**config.mk**
```make
export PLATFORM = sky130hd
export DESIGN_NAME = swg_guard
export DESIGN_NICKNAME = d
export VERILOG_FILES = /design/src/hdl/swg_pkg.sv /design/src/hdl/swg_guard.sv
export SDC_FILE = /design/constraint.sdc
export NUM_CORES = 1
export LEC_CHECK = 0
export BUFFER_PORTS_ARGS = -buffer_cell sky130_fd_sc_hd__buf_2
export CAP_MARGIN = 5
export CORE_ASPECT_RATIO = 1.4
export CORE_MARGIN = 5
export CORE_UTILIZATION = 35
export DETAILED_ROUTE_END_ITERATION = 10
export PLACE_DENSITY = 0.71
export SLEW_MARGIN = 20
export SYNTH_ARGS = -nofsm -noshare
export SYNTH_HDL_FRONTEND = slang
export SYNTH_SLANG_ARGS = --single-unit
export TNS_END_PERCENT = 5
```
**constraint.sdc**
```tcl
create_clock -name mclk -period 2.4 [get_ports mclk]
set_input_delay 0.24 -clock mclk [delete_from_list [all_inputs] [get_ports mclk]]
set_output_delay 0.24 -clock mclk [all_outputs]
set_load 0.005 [all_outputs]
```
**src/hdl/swg_pkg.sv**
```systemverilog
`default_nettype none

package swg_pkg;

  ////////////////////////////////////////////////////////////////////////////
  // Byte offsets
  localparam logic [15:0] OFS_NODE_LO     = 16'h0010;
  localparam logic [15:0] OFS_NODE_HI     = 16'h0011;
  localparam logic [15:0] OFS_ALIAS_LO    = 16'h0012;
  localparam logic [15:0] OFS_ALIAS_HI    = 16'h0013;
  localparam logic [15:0] OFS_REG_UNLOCK  = 16'h0020;
  localparam logic [15:0] OFS_REG_GUARD   = 16'h0021;
  localparam logic [15:0] OFS_DEV_UNLOCK  = 16'h0030;
  localparam logic [15:0] OFS_DEV_GUARD   = 16'h0031;
  localparam logic [15:0] OFS_RANGE_LAST  = 16'h0f7f;

  ////////////////////////////////////////////////////////////////////////////
  // Fields and reset values
  localparam int          BIT_FLAG        = 0;
  localparam int          BIT_ALIAS_EN    = 24;
  localparam int          BIT_FWD_RULE    = 0;
  localparam logic [15:0] RST_NODE        = 16'h0000;
  localparam logic [15:0] RST_ALIAS       = 16'h0000;
  localparam logic        RST_FLAG        = 1'b0;
  localparam logic [7:0]  RD_UNMAPPED     = 8'h00;

  ////////////////////////////////////////////////////////////////////////////
  // Carriers
  typedef struct packed {
    logic        wr;
    logic        rd;
    logic [15:0] addr;
    logic [7:0]  wdata;
  } swg_req_t;

  typedef struct packed {
    logic       valid;
    logic [7:0] data;
  } swg_rsp_t;

endpackage : swg_pkg

`default_nettype wire

```
**src/hdl/swg_guard.sv**
```systemverilog
`default_nettype none

module swg_guard (
  // Clock and reset
  input  wire logic             mclk,
  input  wire logic             rstn,
  input  wire logic             clk_en,
  // Frame events from the network side
  input  wire logic             net_sof,
  input  wire logic             net_frame_proto,
  // Network side byte access
  input  wire swg_pkg::swg_req_t net_req,
  output var  swg_pkg::swg_rsp_t net_rsp,
  output logic                  net_wr_allow,
  output logic                  net_wr_blocked,
  // Local host interface byte access
  input  wire swg_pkg::swg_req_t host_req,
  output var  swg_pkg::swg_rsp_t host_rsp,
  // Link control bits held elsewhere
  input  wire logic [31:0]      link_control_reg,
  // Memory loader
  input  wire logic             eep_load_done,
  input  wire logic [15:0]      eep_word4,
  // Fixed-address matching
  input  wire logic [15:0]      cmd_station,
  output logic                  station_match,
  // Frame disposal
  output logic                  frame_drop
);

  ////////////////////////////////////////////////////////////////////////////
  // Storage
  logic [15:0] node_address_ff;
  logic [15:0] node_alias_ff;
  logic        alias_loaded_ff;
  logic        reg_unlock_ff;
  logic        reg_guard_ff;
  logic        dev_unlock_ff;
  logic        dev_guard_ff;
  logic        net_wr_blocked_ff;
  logic        frame_drop_ff;
  swg_pkg::swg_rsp_t net_rsp_ff;
  swg_pkg::swg_rsp_t host_rsp_ff;

  logic        nxt_reg_unlock;
  logic        nxt_dev_unlock;
  logic        dev_block;
  logic        reg_block;
  logic        net_wr_ok;
  logic        net_wr_bad;
  logic        reg_guard_off;
  logic        dev_guard_off;
  logic        alias_en;

  ////////////////////////////////////////////////////////////////////////////
  // Decode helpers
  function automatic logic hit(input logic [15:0] a, input logic [15:0] ofs);
    hit = (a == ofs);
  endfunction

  function automatic logic [7:0] rd_byte(
    input logic [15:0] a,
    input logic [15:0] node,
    input logic [15:0] alias_v,
    input logic        reg_un,
    input logic        reg_gd,
    input logic        dev_un,
    input logic        dev_gd
  );
    logic [7:0] r;
    r = swg_pkg::RD_UNMAPPED;
    if (hit(a, swg_pkg::OFS_NODE_LO)) begin
      r = node[7:0];
    end else if (hit(a, swg_pkg::OFS_NODE_HI)) begin
      r = node[15:8];
    end else if (hit(a, swg_pkg::OFS_ALIAS_LO)) begin
      r = alias_v[7:0];
    end else if (hit(a, swg_pkg::OFS_ALIAS_HI)) begin
      r = alias_v[15:8];
    end else if (hit(a, swg_pkg::OFS_REG_UNLOCK)) begin
      r[swg_pkg::BIT_FLAG] = reg_un;
    end else if (hit(a, swg_pkg::OFS_REG_GUARD)) begin
      r[swg_pkg::BIT_FLAG] = reg_gd;
    end else if (hit(a, swg_pkg::OFS_DEV_UNLOCK)) begin
      r[swg_pkg::BIT_FLAG] = dev_un;
    end else if (hit(a, swg_pkg::OFS_DEV_GUARD)) begin
      r[swg_pkg::BIT_FLAG] = dev_gd;
    end
    rd_byte = r;
  endfunction

  ////////////////////////////////////////////////////////////////////////////
  // Protection check on the current network write
  always_comb begin
    dev_block = dev_guard_ff && !dev_unlock_ff
                && !hit(net_req.addr, swg_pkg::OFS_DEV_UNLOCK);
    reg_block = reg_guard_ff && !reg_unlock_ff
                && (net_req.addr <= swg_pkg::OFS_RANGE_LAST)
                && !hit(net_req.addr, swg_pkg::OFS_REG_UNLOCK)
                && !hit(net_req.addr, swg_pkg::OFS_DEV_UNLOCK);
  end

  assign net_wr_ok    = net_req.wr && !dev_block && !reg_block;
  assign net_wr_bad   = net_req.wr && (dev_block || reg_block);
  assign net_wr_allow = net_wr_ok && clk_en;

  // Guard bits being written to zero
  assign reg_guard_off = net_wr_ok && hit(net_req.addr, swg_pkg::OFS_REG_GUARD)
                         && !net_req.wdata[swg_pkg::BIT_FLAG];
  assign dev_guard_off = net_wr_ok && hit(net_req.addr, swg_pkg::OFS_DEV_GUARD)
                         && !net_req.wdata[swg_pkg::BIT_FLAG];

  ////////////////////////////////////////////////////////////////////////////
  // Unlock flags: a write in the frame-start cycle belongs to the new frame
  always_comb begin
    nxt_reg_unlock = reg_unlock_ff;
    if (net_sof) begin
      nxt_reg_unlock = swg_pkg::RST_FLAG;
    end
    if (reg_guard_off) begin
      nxt_reg_unlock = swg_pkg::RST_FLAG;
    end
    if (net_wr_ok && hit(net_req.addr, swg_pkg::OFS_REG_UNLOCK)) begin
      nxt_reg_unlock = 1'b1;
    end
  end

  always_comb begin
    nxt_dev_unlock = dev_unlock_ff;
    if (net_sof) begin
      nxt_dev_unlock = swg_pkg::RST_FLAG;
    end
    if (dev_guard_off) begin
      nxt_dev_unlock = swg_pkg::RST_FLAG;
    end
    if (net_wr_ok && hit(net_req.addr, swg_pkg::OFS_DEV_UNLOCK)) begin
      nxt_dev_unlock = 1'b1;
    end
  end

  always_ff @(posedge mclk or negedge rstn) begin
    if (!rstn) begin
      reg_unlock_ff <= swg_pkg::RST_FLAG;
      dev_unlock_ff <= swg_pkg::RST_FLAG;
    end else if (clk_en) begin
      reg_unlock_ff <= nxt_reg_unlock;
      dev_unlock_ff <= nxt_dev_unlock;
    end
  end

  ////////////////////////////////////////////////////////////////////////////
  // Guard bits, written from the network side only
  always_ff @(posedge mclk or negedge rstn) begin
    if (!rstn) begin
      reg_guard_ff <= swg_pkg::RST_FLAG;
      dev_guard_ff <= swg_pkg::RST_FLAG;
    end else if (clk_en && net_wr_ok) begin
      if (hit(net_req.addr, swg_pkg::OFS_REG_GUARD)) begin
        reg_guard_ff <= net_req.wdata[swg_pkg::BIT_FLAG];
      end
      if (hit(net_req.addr, swg_pkg::OFS_DEV_GUARD)) begin
        dev_guard_ff <= net_req.wdata[swg_pkg::BIT_FLAG];
      end
    end
  end

  ////////////////////////////////////////////////////////////////////////////
  // Node address: network writes, host only reads
  always_ff @(posedge mclk or negedge rstn) begin
    if (!rstn) begin
      node_address_ff <= swg_pkg::RST_NODE;
    end else if (clk_en && net_wr_ok) begin
      if (hit(net_req.addr, swg_pkg::OFS_NODE_LO)) begin
        node_address_ff[7:0] <= net_req.wdata;
      end
      if (hit(net_req.addr, swg_pkg::OFS_NODE_HI)) begin
        node_address_ff[15:8] <= net_req.wdata;
      end
    end
  end

  ////////////////////////////////////////////////////////////////////////////
  // Node alias: host writes, first memory load seeds it once
  always_ff @(posedge mclk or negedge rstn) begin
    if (!rstn) begin
      alias_loaded_ff <= 1'b0;
    end else if (clk_en && eep_load_done) begin
      alias_loaded_ff <= 1'b1;
    end
  end

  always_ff @(posedge mclk or negedge rstn) begin
    if (!rstn) begin
      node_alias_ff <= swg_pkg::RST_ALIAS;
    end else if (clk_en) begin
      if (eep_load_done && !alias_loaded_ff) begin
        node_alias_ff <= eep_word4;
      end else if (host_req.wr) begin
        if (hit(host_req.addr, swg_pkg::OFS_ALIAS_LO)) begin
          node_alias_ff[7:0] <= host_req.wdata;
        end
        if (hit(host_req.addr, swg_pkg::OFS_ALIAS_HI)) begin
          node_alias_ff[15:8] <= host_req.wdata;
        end
      end
    end
  end

  ////////////////////////////////////////////////////////////////////////////
  // Fixed-address matching
  assign alias_en = link_control_reg[swg_pkg::BIT_ALIAS_EN];

  always_comb begin
    station_match = (cmd_station == node_address_ff);
    if (alias_en && (cmd_station == node_alias_ff)) begin
      station_match = 1'b1;
    end
  end

  ////////////////////////////////////////////////////////////////////////////
  // Read answers, one cycle after the request
  always_ff @(posedge mclk or negedge rstn) begin
    if (!rstn) begin
      net_rsp_ff <= '0;
    end else if (clk_en) begin
      net_rsp_ff.valid <= net_req.rd;
      if (net_req.rd) begin
        net_rsp_ff.data <= rd_byte(net_req.addr, node_address_ff, node_alias_ff,
                                   reg_unlock_ff, reg_guard_ff, dev_unlock_ff, dev_guard_ff);
      end
    end
  end

  always_ff @(posedge mclk or negedge rstn) begin
    if (!rstn) begin
      host_rsp_ff <= '0;
    end else if (clk_en) begin
      host_rsp_ff.valid <= host_req.rd;
      if (host_req.rd) begin
        host_rsp_ff.data <= rd_byte(host_req.addr, node_address_ff, node_alias_ff,
                                    reg_unlock_ff, reg_guard_ff, dev_unlock_ff, dev_guard_ff);
      end
    end
  end

  assign net_rsp  = net_rsp_ff;
  assign host_rsp = host_rsp_ff;

  ////////////////////////////////////////////////////////////////////////////
  // Blocked-write report, frame processing carries on
  always_ff @(posedge mclk or negedge rstn) begin
    if (!rstn) begin
      net_wr_blocked_ff <= 1'b0;
    end else if (clk_en) begin
      net_wr_blocked_ff <= net_wr_bad;
    end
  end

  assign net_wr_blocked = net_wr_blocked_ff;

  ////////////////////////////////////////////////////////////////////////////
  // Frame disposal, decided at frame start and held for the frame
  always_ff @(posedge mclk or negedge rstn) begin
    if (!rstn) begin
      frame_drop_ff <= 1'b0;
    end else if (clk_en && net_sof) begin
      frame_drop_ff <= link_control_reg[swg_pkg::BIT_FWD_RULE]
                       && !net_frame_proto;
    end
  end

  assign frame_drop = frame_drop_ff;

endmodule : swg_guard

`default_nettype wire

```
==> results of run 1 <==
==> worst max-delay path, stage by stage <==
cell,delay [ns]
sky130_fd_sc_hd__buf_2,0.10
sky130_fd_sc_hd__or4_1,0.63
sky130_fd_sc_hd__nor2_4,0.16
sky130_fd_sc_hd__nand3_4,0.11
sky130_fd_sc_hd__a2111oi_4,0.81
sky130_fd_sc_hd__mux2_2,0.43
==> where the power goes <==
part	switching [mW]	total [mW]	leakage (nW)	internal [mW]
Clock	0.487	1.40	0.156	0.916
Combinational	0.200	0.417	1.36	0.216
Sequential	0.107	1.14	0.743	1.04
==> cells by family (layout without fill, tap and decap cells) <==
logic type | count (synthesis) | in the layout
buffers and inverters | 20 | 162
DFF | 57 | 57
AOI/OAI and AO/OA | 82 | 82
xor gates and xnor gates | 32 | 32
and+or+nand+nor | 134 | 134
muxes | 35 | 35
==> registers in the layout, indices dropped and copies added, names as in the netlist <==
name / count
node_address_ff: 16
dev_unlock_ff: 1
net_wr_blocked: 1
alias_loaded_ff: 1
dev_guard_ff: 1
net_rsp: 9
reg_unlock_ff: 1
reg_guard_ff: 1
host_rsp: 9
node_alias_ff: 16
frame_drop: 1
==> final cells by class <==
| cell class | count | area, sq um | share of cell area (%) |
|---|---|---|---|
| multi-input combinational | 283 | 2020 | 42.5 |
| clock inverter | 7 | 103 | 2.16 |
| inverter | 5 | 18.8 | 0.395 |
| clock buffer | 9 | 225 | 4.74 |
| sequential | 57 | 1430 | 30.0 |
| timing repair buffer | 141 | 791 | 16.7 |
| tap | 135 | 169 | 3.56 |
==> metrics by stage <==
stage	setup TNS [ns]	setup WS [ns]	power (mW)	cells	cell area [sq um]
after floorplan	0	0.108	1.33	360	3520
after global placement	-2.55	-0.175	1.56	620	4410
after detailed placement	-3.05	-0.229	1.57	620	4410
after CTS	0	0.120	2.98	637	4740
after global routing	0	0.0186	3.07	637	4750
final	0	0.128	2.96	637	4750
==> cell usage after synthesis (all sizes together), types with 3 or more instances <==
| cell | instances | area [sq um] |
|---|---|---|
| nand2 | 60 | 225 |
| dfrtp | 57 | 1430 |
| xor2 | 31 | 272 |
| mux2 | 26 | 293 |
| nor4 | 16 | 121 |
| o22ai | 16 | 100 |
| o21ai | 15 | 75.1 |
| nand3 | 12 | 72.6 |
| nand2b | 11 | 68.8 |
| a21oi | 10 | 50.1 |
| a221oi | 9 | 78.8 |
| clkbuf | 9 | 33.8 |
| a2bb2oi | 8 | 70.1 |
| mux2i | 8 | 80.1 |
| o221ai | 7 | 61.3 |
| buf | 6 | 32.5 |
| nor2 | 6 | 30.0 |
| inv | 5 | 18.8 |
| a211oi | 4 | 35.0 |
| nor4b | 4 | 35.0 |
| or4 | 4 | 30.0 |
| and4 | 3 | 27.5 |
| nand4 | 3 | 18.8 |
| nor3 | 3 | 15.0 |
| or4b | 3 | 30.0 |
==> worst paths after layout <==
path | endpoint | slack (ns) | depth (start not counted) | start
worst max-delay path | node_address_ff[8] | 0.13 | 6 | net_req[16]
min in group asynchronous | frame_drop | 0.49 | 2 | rstn
worst max register to register | node_address_ff[8] | 0.21 | 4 | reg_guard_ff
worst min-delay path | alias_loaded_ff | 0.14 | 2 | eep_load_done
max in group asynchronous | node_address_ff[14] | 1.32 | 3 | rstn
worst min register to register | alias_loaded_ff | 0.47 | 1 | alias_loaded_ff
==> repair_timing <==
item | CTS | global route
hold buffers | 1 | 0
setup endpoints to repair | 0 | 1
hold endpoints to repair | 27 | 0
buffers inserted | 0 | 0
gates resized for setup | 0 | 1
==> metal layers <==
layer  GRT usage, %  up-vias
li1               -     1639
met5              0        -
met3           3.74       20
met4           7.05        0
met1           21.9     1689
met2           35.5      134
==> summary.md, run 1 <==
| Metric | Value |
|---|---|
| Count of unique library cells instantiated by Yosys | 55 |
| Max-cap check violation count | 0 |
| Clock Tree Buf Depth | 2 |
| Critical Path Sink Type | flop |
| Total length of routed met3 wires | 729 microns |
| Total standard cell area after synthesis | 0.00352 sq mm |
| Detailed-route wire length per cell | 18.3 microns |
| Number of endpoints failing setup at the final stage | 0 |
| Worst clock skew on the final layout | 0.00476 ns |
| Leakage power total | 2.26 nW |
| Min cycle time layout | 2.27 ns |
| DRC | 0 |
| Finished Core Util | 48.0% |
| Met1 Wirelength | 4.51 mm |
| Async SR Flop Fraction | 100% |
| Number of clock buffers inserted by TritonCTS | 9 |
| Power density cells | 624 mW/mm^2 |
| Highest routing layer actually used | met4 |
| Maximum vdd ir drop | 382 uV |
| Pre-Repair DR Iteration Count | 5 |
| Final worst-path cycle share | 94.7% |
| XOR/XNOR share of the synthesized area | 7.95% |
| Number of vias per cell | 5.47 |
| Global-route wire length before repair | 18.0 mm |
| Final Hold Slack | 0.138 ns |
| Clock network latency to the later pin of the worst-skew pair | 0.33 ns |
| Number of flops mapped to enable cells by yosys | 0 |
| Number of buffers added on ports | 113 |
| Setup Crit Path Kind | input pin to flop |
| Main combinational cell family by area after synthesis | simple AND/OR/NAND/NOR gates |
| Fraction of synthesized area in multiplexers | 11.2% |
| Layout overhead on the synthesized area | 34.8% |
| 1st-iter DRT viols | 211 |
| Kind of path behind the tightest hold check | input pin to flop |
| Synth Flop Type | sky130_fd_sc_hd__dfrtp_1 |
| Least-Margin Pin Slew | 0.833 ns |
| Clock input transition at the sequential cells of the worst setup and hold paths | 0.06 ns |
| Height of the chip | 129 microns |
| Count of synthesis-stage warnings from yosys | 0 |
| Initial antenna violation count | 0 |
| Largest net degree at the start of global routing | 31 |
| Post-route ant nets | 0 |
| Number of diodes added for antenna fixing | 0 |
| Placeable core region | 0.00990 sq mm |
| Number of sinks on the clock net | 57 |
| Remaining global-route overflow | 0 |
| Global-route usage over all layers | 19.3% |
| Status | finished clean |
| Via count of the first global-routing pass | 3,553 |
| Critical path data required time | 2.61 ns |
| Total routed wirelength | 11.7 mm |
| Number of max-slew violations in the final report | 0 |
| Total Nets Final | 619 |
| Die width | 94.8 microns |
| Setup repair after global routing missed its margin | false |
| Instance count of the mapped netlist | 360 |
| Leading cell types in the layout, fill and taps excluded | 113 x sky130_fd_sc_hd__buf_2, 60 x sky130_fd_sc_hd__nand2_1, 57 x sky130_fd_sc_hd__dfrtp_1, 31 x sky130_fd_sc_hd__xor2_1 |
| Total number of vias | 3,482 |
| Simple logic cell fraction of the synthesized area | 21.0% |
| Maximum achievable frequency | 440 MHz |
| Slew headroom | 44.5% |
| Peak fanout along the critical path | 8 |
| Hold violation count in the final report | 0 |
| Share of post-route cells with drive strength above 1 | 38.6% |
| Initial cell density of the core | 35.6% |
| Number of levels the H-tree was split into | 3 |
| Die outline area | 0.0122 sq mm |
| CTS tree | built |
| Root cell of the clock tree | sky130_fd_sc_hd__clkbuf_16 |
| Adder-cell share of the synthesized area | 0% |
| Register bit total from synthesis | 57 |
| Startpoint types | input pin |
| Routability-driven placement congestion ratio | 0.899 |
| Area fraction in compound gates after synthesis | 16.9% |
| HPWL after DPL | 9.40 mm |
| Arrival time at the worst endpoint | 2.48 ns |
| Total number of placement rows | 43 |
| Met2 Routed Length | 6.19 mm |
| Number of top-level pins | 144 |
| Sequential-to-total area share from yosys stat | 40.5% |
| Number of fillers in the final layout | 973 |
| Most common cell after layout, fill and taps aside | sky130_fd_sc_hd__buf_2 |
| Number of nets in the synthesized netlist | 482 |
| Mean Syn Cell Area | 9.79 sq um |
Note: power is estimated with default switching activity, not from simulation.
==> run 2, diff against run 1 <==
==> constraint.sdc (replaced) <==
create_clock -name mclk -period 2.4 [get_ports mclk]
set_input_delay 0.36 -clock mclk [delete_from_list [all_inputs] [get_ports mclk]]
set_output_delay 0.36 -clock mclk [all_outputs]
set_load 0.005 [all_outputs]
==> run 2 against run 1 <==
Clock-buffer cell count is the same. Clock skew is essentially flat. Total power shrank 8.5%. Cell area grew 0.37%. Die area is the same. Register-to-register slack gained 0.04 ns. Sequential power is essentially flat. Critical path type is now input pin to primary output.
==> summary.md, run 2 (synthesis gave the netlist of run 1 again) <==
| Metric | Value |
|---|---|
| Placeable core region | 0.00990 sq mm (unchanged) |
| Kind of path behind the tightest hold check | input pin to asynchronous set/reset pin (was input pin to flop) |
| Peak fanout along the critical path | 5 (was 8) |
| Least-Margin Pin Slew | 0.794 ns (was 0.833 ns) |
| Layout overhead on the synthesized area | 35.3% (was 34.8%) |
| Number of top-level pins | 144 (unchanged) |
| Worst Reg2Reg Path Length in Cells | 4 (unchanged) |
| Critical Path Sink Type | primary output (was flop) |
| Leading cell types in the layout, fill and taps excluded | 113 x sky130_fd_sc_hd__buf_2, 60 x sky130_fd_sc_hd__nand2_1, 57 x sky130_fd_sc_hd__dfrtp_1, 34 x sky130_fd_sc_hd__buf_4, 31 x sky130_fd_sc_hd__xor2_1 (was 113 x sky130_fd_sc_hd__buf_2, 60 x sky130_fd_sc_hd__nand2_1, 57 x sky130_fd_sc_hd__dfrtp_1, 31 x sky130_fd_sc_hd__xor2_1) |
| Clock Tree Buf Depth | 2 (unchanged) |
| Via count of the first global-routing pass | 3,594 (was 3,553) |
| Die width | 94.8 microns (unchanged) |
| Multi-input gate area in the final layout | 0.00204 sq mm (was 0.00202 sq mm) |
| Number of sinks on the clock net | 57 (unchanged) |
| Largest registers | node_address_ff: 16 flops, node_alias_ff: 16 flops (unchanged) |
| Pre-Repair DR Iteration Count | 4 (was 5) |
| Number of levels the H-tree was split into | 3 (unchanged) |
| Total number of placement rows | 43 (unchanged) |
| Number of diodes added for antenna fixing | 0 (unchanged) |
| Hold-fix buffers at CTS | 0 (was 1) |
| Leakage power total | 2.28 nW (was 2.26 nW) |
| Total number of vias | 3,489 (was 3,482) |
| Initial cell density of the core | 35.6% (unchanged) |
| Remaining global-route overflow | 0 (unchanged) |
| Routability-driven placement congestion ratio | 0.918 (was 0.899) |
| Initial antenna violation count | 0 (unchanged) |
| Most common cell after layout, fill and taps aside | sky130_fd_sc_hd__buf_2 (unchanged) |
| Global-route wire length before repair | 18.2 mm (was 18.0 mm) |
| Number of endpoints failing setup at the final stage | 0 (unchanged) |
| Summed area of non-filler cells in the final layout | 0.00477 sq mm (was 0.00475 sq mm) |
| Setup repair after global routing missed its margin | true (was false) |
| Global-route usage over all layers | 19.6% (was 19.3%) |
| Die outline area | 0.0122 sq mm (unchanged) |
| Worst r2r src | reg_guard_ff (unchanged) |
| Worst clock skew on the final layout | 0.00486 ns (was 0.00476 ns) |
| Total Nets Final | 626 (was 619) |
| Number of fillers in the final layout | 998 (was 973) |
| Number of max-slew violations in the final report | 0 (unchanged) |
| HPWL after DPL | 9.53 mm (was 9.40 mm) |
| Maximum achievable frequency | 423 MHz (was 440 MHz) |
| Final Total Pwr | 2.71 mW (was 2.96 mW) |
| Share of post-route cells with drive strength above 1 | 40.3% (was 38.6%) |
| Total routed wirelength | 11.6 mm (was 11.7 mm) |
| Status | finished clean (unchanged) |
| Post-placement cell area | 0.00447 sq mm (was 0.00441 sq mm) |
| CTS tree | built (unchanged) |
| Clock network latency to the later pin of the worst-skew pair | 0.33 ns (about the same) |
| Maximum vdd ir drop | 342 uV (was 382 uV) |
| Largest net degree at the start of global routing | 33 (was 31) |
| Min cycle time layout | 2.37 ns (was 2.27 ns) |
| FF/Latch Area | 0.00143 sq mm (unchanged) |
| Startpoint types | input pin (unchanged) |
| Power density cells | 569 mW/mm^2 (was 624 mW/mm^2) |
| Final worst-path cycle share | 98.6% (was 94.7%) |
| Clock input transition at the sequential cells of the worst setup and hold paths | 0.05 ns (was 0.06 ns) |
| Height of the chip | 129 microns (unchanged) |
| Number of buffers added on ports | 113 (unchanged) |
| Slew headroom | 47.0% (was 44.5%) |
| Number of vias per cell | 5.42 (was 5.47) |
| Worst Setup SP | net_req[20] (was net_req[16]) |
| Max-cap check violation count | 0 (unchanged) |
| Critical path data required time | 2.04 ns (was 2.61 ns) |
| Arrival time at the worst endpoint | 2.01 ns (was 2.48 ns) |
| Setup Crit Path Kind | input pin to primary output (was input pin to flop) |
| 1st-iter DRT viols | 183 (was 211) |
| Post-route ant nets | 0 (unchanged) |
| Hold violation count in the final report | 0 (unchanged) |
| DRC | 0 (unchanged) |
| Detailed-route wire length per cell | 18.1 microns (was 18.3 microns) |
| Number of clock buffers inserted by TritonCTS | 9 (unchanged) |
| Root cell of the clock tree | sky130_fd_sc_hd__clkbuf_16 (unchanged) |
==> run 2: cell count changes in the layout (fill, tap and decap cells not counted), sizes merged <==
cell	before	now
buf	140	148
bufinv	2	0
clkinv	3	5
clkinvlp	1	2
dlygate4sd3	1	0
inv	6	5
==> run 2: layer usage <==
| metal | up-vias | GRT usage (%) | part of all wire, % |
|---|---|---|---|
| met5 | - | 0 | 0 |
| met4 | 0 | 7.48 | 1.9 |
| met3 | 18 | 3.98 | 5.0 |
| met2 | 108 | 35.3 | 54 |
| met1 | 1706 | 22.5 | 39 |
| li1 | 1657 | - | - |
==> run 2: power by group <==
group / internal (mW) / leakage, nW / switching [mW] / total [mW]
Combinational: 0.222 / 1.40 / 0.201 / 0.423
Clock: 0.693 / 0.131 / 0.451 / 1.14
Sequential: 1.04 / 0.743 / 0.108 / 1.15
Total: 1.95 / 2.28 / 0.760 / 2.71
==> run 2: worst paths after layout <==
check                                 endpoint  slack, ns
hold / removal                      frame_drop       0.05
setup reg to reg           node_address_ff[10]       0.25
max in group asynchronous   node_address_ff[5]       1.75
min in group mclk              alias_loaded_ff       0.26
hold reg to reg                    host_rsp[0]       0.47
setup / recovery                  net_wr_allow       0.03
==> run 2: critical path, cell delays in order <==
cell and delay (ns):
sky130_fd_sc_hd__buf_2 0.10, sky130_fd_sc_hd__or4_4 0.57, sky130_fd_sc_hd__buf_4 0.18, sky130_fd_sc_hd__nor3b_2 0.15, sky130_fd_sc_hd__a32o_2 0.26, sky130_fd_sc_hd__buf_4 0.16, sky130_fd_sc_hd__a21oi_1 0.07, sky130_fd_sc_hd__buf_2 0.15
==> run 2: timing repair <==
action	in CTS	in global routing
hold endpoints to repair	0	0
endpoints found under the setup margin	1	17
gates resized for setup	1	4
pin swaps	0	1
setup buffers	0	0
==> run 2: stage by stage <==
step / setup TNS (ns) / instances / utilization [%] / hold slack [ns] / setup WS [ns]
floorplan: -0.0977 / 360 / - / 0.0644 / -0.0122
global placement: -4.71 / 628 / 45.1 / 0.408 / -0.297
detailed placement: -5.17 / 628 / 45.1 / 0.421 / -0.317
CTS: 0 / 644 / 47.9 / 0.0674 / 0.00462
global route: -0.0157 / 644 / 48.1 / 0.0935 / -0.0157
finish: 0 / 644 / 48.1 / 0.0519 / 0.0346
==> run 2: final cells by class <==
class                   count  area share, %
multi-input cells         283           42.8
flip-flops and latches     57           29.9
repair buffers            148           17.6
clock buffers               9           4.73
well taps                 135           3.54
clock inverters             7          0.998
inverters                   5          0.394
==> run 3, diff against run 2 <==
--- a/config.mk
+++ b/config.mk
@@ -11,6 +11,7 @@
 export CORE_MARGIN = 5
 export CORE_UTILIZATION = 35
 export DETAILED_ROUTE_END_ITERATION = 10
+export GPL_TIMING_DRIVEN = 0
 export PLACE_DENSITY = 0.71
 export SLEW_MARGIN = 20
 export SYNTH_ARGS = -nofsm -noshare
==> run 3 against run 2 <==
Cell count fell by 2.6%. Critical path depth did not move. Fmax fell by 1.0%. Non-clock buffer count fell by 18. Combinational power fell by 5.0%. Core utilization fell by 1.8 points. Worst hold slack improved by 0.038 ns. First-iteration DRC count rose by 23%. Register-to-register slack improved by 0.12 ns.
==> summary.md, run 3 (synthesis gave the netlist of run 1 again) <==
| Metric | Value |
|---|---|
| Status | finished clean (unchanged) |
| HPWL after DPL | 9.46 mm (was 9.53 mm) |
| Clock Tree Buf Depth | 2 (unchanged) |
| Critical path data required time | 2.60 ns (was 2.04 ns) |
| Total routed wirelength | 12.2 mm (was 11.6 mm) |
| Remaining global-route overflow | 0 (unchanged) |
| Largest registers | node_address_ff: 16 flops, node_alias_ff: 16 flops (unchanged) |
| Arrival time at the worst endpoint | 2.59 ns (was 2.01 ns) |
| Number of levels the H-tree was split into | 3 (unchanged) |
| Max-cap check violation count | 0 (unchanged) |
| Share of post-route cells with drive strength above 1 | 35.4% (was 40.3%) |
| Largest net degree at the start of global routing | 58 (was 33) |
| Total number of vias | 3,484 (was 3,489) |
| Layout overhead on the synthesized area | 30.3% (was 35.3%) |
| Via count of the first global-routing pass | 3,623 (was 3,594) |
| Root cell of the clock tree | sky130_fd_sc_hd__clkbuf_16 (unchanged) |
| Min cycle time layout | 2.39 ns (was 2.37 ns) |
| Power density cells | 598 mW/mm^2 (was 569 mW/mm^2) |
| Final Total Pwr | 2.74 mW (was 2.71 mW) |
| Setup Crit Path Kind | input pin to flop (was input pin to primary output) |
| Setup repair after global routing missed its margin | true (unchanged) |
| Number of vias per cell | 5.56 (was 5.42) |
| Die outline area | 0.0122 sq mm (unchanged) |
| Power spent charging and discharging nets | 0.779 mW (was 0.760 mW) |
| Number of endpoints failing setup at the final stage | 0 (unchanged) |
| Detailed-route wire length per cell | 19.5 microns (was 18.1 microns) |
| Critical Path Sink Type | flop (was primary output) |
| Die width | 94.8 microns (unchanged) |
| Relative contribution of combinational cells to total power | 14.7% (was 15.6%) |
| Global-route usage over all layers | 20.4% (was 19.6%) |
| Post-route ant nets | 0 (unchanged) |
| CTS tree | built (unchanged) |
| Part of the total power dissipated in sequential elements | 41.8% (was 42.2%) |
| Critical path buffers and inverters | 3 (was 4) |
| Slowest CP cell | sky130_fd_sc_hd__nor4_4 (was sky130_fd_sc_hd__or4_4) |
| Most common cell after layout, fill and taps aside | sky130_fd_sc_hd__buf_2 (unchanged) |
| Initial cell density of the core | 35.6% (unchanged) |
| Slew headroom | 38.8% (was 47.0%) |
| Internal power | 1.97 mW (was 1.95 mW) |
| Total Nets Final | 608 (was 626) |
| Proportion of power drawn by the clock network | 43.5% (was 42.2%) |
| Switching power share of the total | 28.4% (was 28.0%) |
| Height of the chip | 129 microns (unchanged) |
| Routability-driven placement congestion ratio | 0.944 (was 0.918) |
| Number of clock buffers inserted by TritonCTS | 9 (unchanged) |
| Number of sinks on the clock net | 57 (unchanged) |
| Number of max-slew violations in the final report | 0 (unchanged) |
| Placeable core region | 0.00990 sq mm (unchanged) |
| Initial antenna violation count | 0 (unchanged) |
| Count of placed standard cells including taps | 606 (was 628) |
| Least-Margin Pin Slew | 0.911 ns (was 0.794 ns) |
| Clock network latency to the later pin of the worst-skew pair | 0.33 ns (about the same) |
| Clock input transition at the sequential cells of the worst setup and hold paths | 0.06 ns (was 0.05 ns) |
| Startpoint types | input pin (unchanged) |
| Worst clock skew on the final layout | 0.0102 ns (was 0.00486 ns) |
| Global-route wire length before repair | 19.0 mm (was 18.2 mm) |
| DRC | 0 (unchanged) |
| Family with the most delay on the worst path | simple AND/OR/NAND/NOR gates (unchanged) |
| 1st-iter DRT viols | 225 (was 183) |
| Leakage power total | 2.14 nW (was 2.28 nW) |
| Max stage delay on crit path | 0.52 ns (was 0.57 ns) |
| Series of cell instances along the critical path | buf_2 > nor4_4 > nand3_1 > a32o_2 > buf_6 > a2111oi_4 > buf_4 > mux2_2 (was buf_2 > or4_4 > buf_4 > nor3b_2 > a32o_2 > buf_4 > a21oi_1 > buf_2) |
| Final worst-path cycle share | 99.6% (was 98.6%) |
| Peak fanout along the critical path | 7 (was 5) |
| Total number of placement rows | 43 (unchanged) |
| Maximum vdd ir drop | 354 uV (was 342 uV) |
| Pre-Repair DR Iteration Count | 5 (was 4) |
| Final Instance Count excl. Fillers | 627 (was 644) |
| Kind of path behind the tightest hold check | input pin to asynchronous set/reset pin (unchanged) |
| Maximum achievable frequency | 418 MHz (was 423 MHz) |
| Number of top-level pins | 144 (unchanged) |
| Leading cell types in the layout, fill and taps excluded | 112 x sky130_fd_sc_hd__buf_2, 60 x sky130_fd_sc_hd__nand2_1, 57 x sky130_fd_sc_hd__dfrtp_1, 31 x sky130_fd_sc_hd__xor2_1, 26 x sky130_fd_sc_hd__mux2_2 (was 113 x sky130_fd_sc_hd__buf_2, 60 x sky130_fd_sc_hd__nand2_1, 57 x sky130_fd_sc_hd__dfrtp_1, 34 x sky130_fd_sc_hd__buf_4, 31 x sky130_fd_sc_hd__xor2_1) |
| Number of buffers added on ports | 111 (was 113) |
| Hold violation count in the final report | 0 (unchanged) |
==> run 3: cell type report <==
| type | instances | area [sq um] |
|---|---|---|
| Tap cell | 135 | 169 |
| Clock inverter | 6 | 42.5 |
| Multi-Input combinational cell | 283 | 2040 |
| Clock buffer | 10 | 239 |
| Buffer | 15 | 66.3 |
| Sequential cell | 57 | 1430 |
| Fill cell | 997 | 5310 |
| Inverter | 5 | 18.8 |
| Antenna cell | 1 | 2.50 |
| Timing Repair Buffer | 115 | 588 |
==> run 3: repair_timing <==
action	CTS	global route
buffers inserted	0	4
hold buffers	0	0
pin swaps	0	2
resized for setup	2	0
endpoints found under the setup margin	16	17
cloned	0	0
==> run 3: metrics by stage <==
stage | hold WS [ns] | util (%) | area, sq um | setup WS [ns] | setup TNS (ns)
after floorplan | 0.0644 | - | 3520 | -0.0122 | -0.0977
after global placement | 0.454 | 42.9 | 4250 | -0.509 | -11.33
after detailed placement | 0.465 | 43.1 | 4260 | -0.597 | -10.34
after CTS | 0.119 | 46.0 | 4560 | -0.157 | -1.14
after global routing | 0.155 | 46.3 | 4590 | -0.0957 | -0.629
final | 0.0896 | 46.4 | 4590 | 0.0103 | 0
==> run 3: final timing paths <==
path	slack, ns	end	cells past startpoint	from
max in group asynchronous	1.83	node_address_ff[12]	1	rstn
setup reg to reg	0.37	node_address_ff[11]	6	reg_guard_ff
setup / recovery	0.01	node_address_ff[11]	8	net_req[10]
hold reg to reg	0.47	alias_loaded_ff	1	alias_loaded_ff
min in group mclk	0.27	alias_loaded_ff	2	eep_load_done
hold / removal	0.09	frame_drop	1	rstn
==> run 3: layer usage <==
metal / global-route usage, % / wire length, microns / vias to the layer above
met5: 0 / 0 / -
met4: 8.92 / 331 / 0
met3: 4.09 / 671 / 27
met2: 35.3 / 6370 / 133
met1: 24.3 / 4830 / 1710
li1: - / - / 1614
==> run 3: power by group through the flow <==
stage                     Sequential (mW)  Combinational [mW]  Clock, mW
after global routing                 1.15               0.446       1.26
after global placement               1.16               0.388          0
final                                1.15               0.402       1.19
after floorplan                      1.12               0.215          0
after detailed placement             1.16               0.400          0
after CTS                            1.15               0.404       1.21
==> run 3: worst reg2reg max path, stage by stage (launching register included) <==
cell                        delay [ns]
sky130_fd_sc_hd__dfrtp_1          0.41
sky130_fd_sc_hd__nor3b_1          0.16
sky130_fd_sc_hd__a32o_2           0.27
sky130_fd_sc_hd__buf_6            0.14
sky130_fd_sc_hd__a2111oi_4        0.36
sky130_fd_sc_hd__buf_4            0.22
sky130_fd_sc_hd__mux2_2           0.34
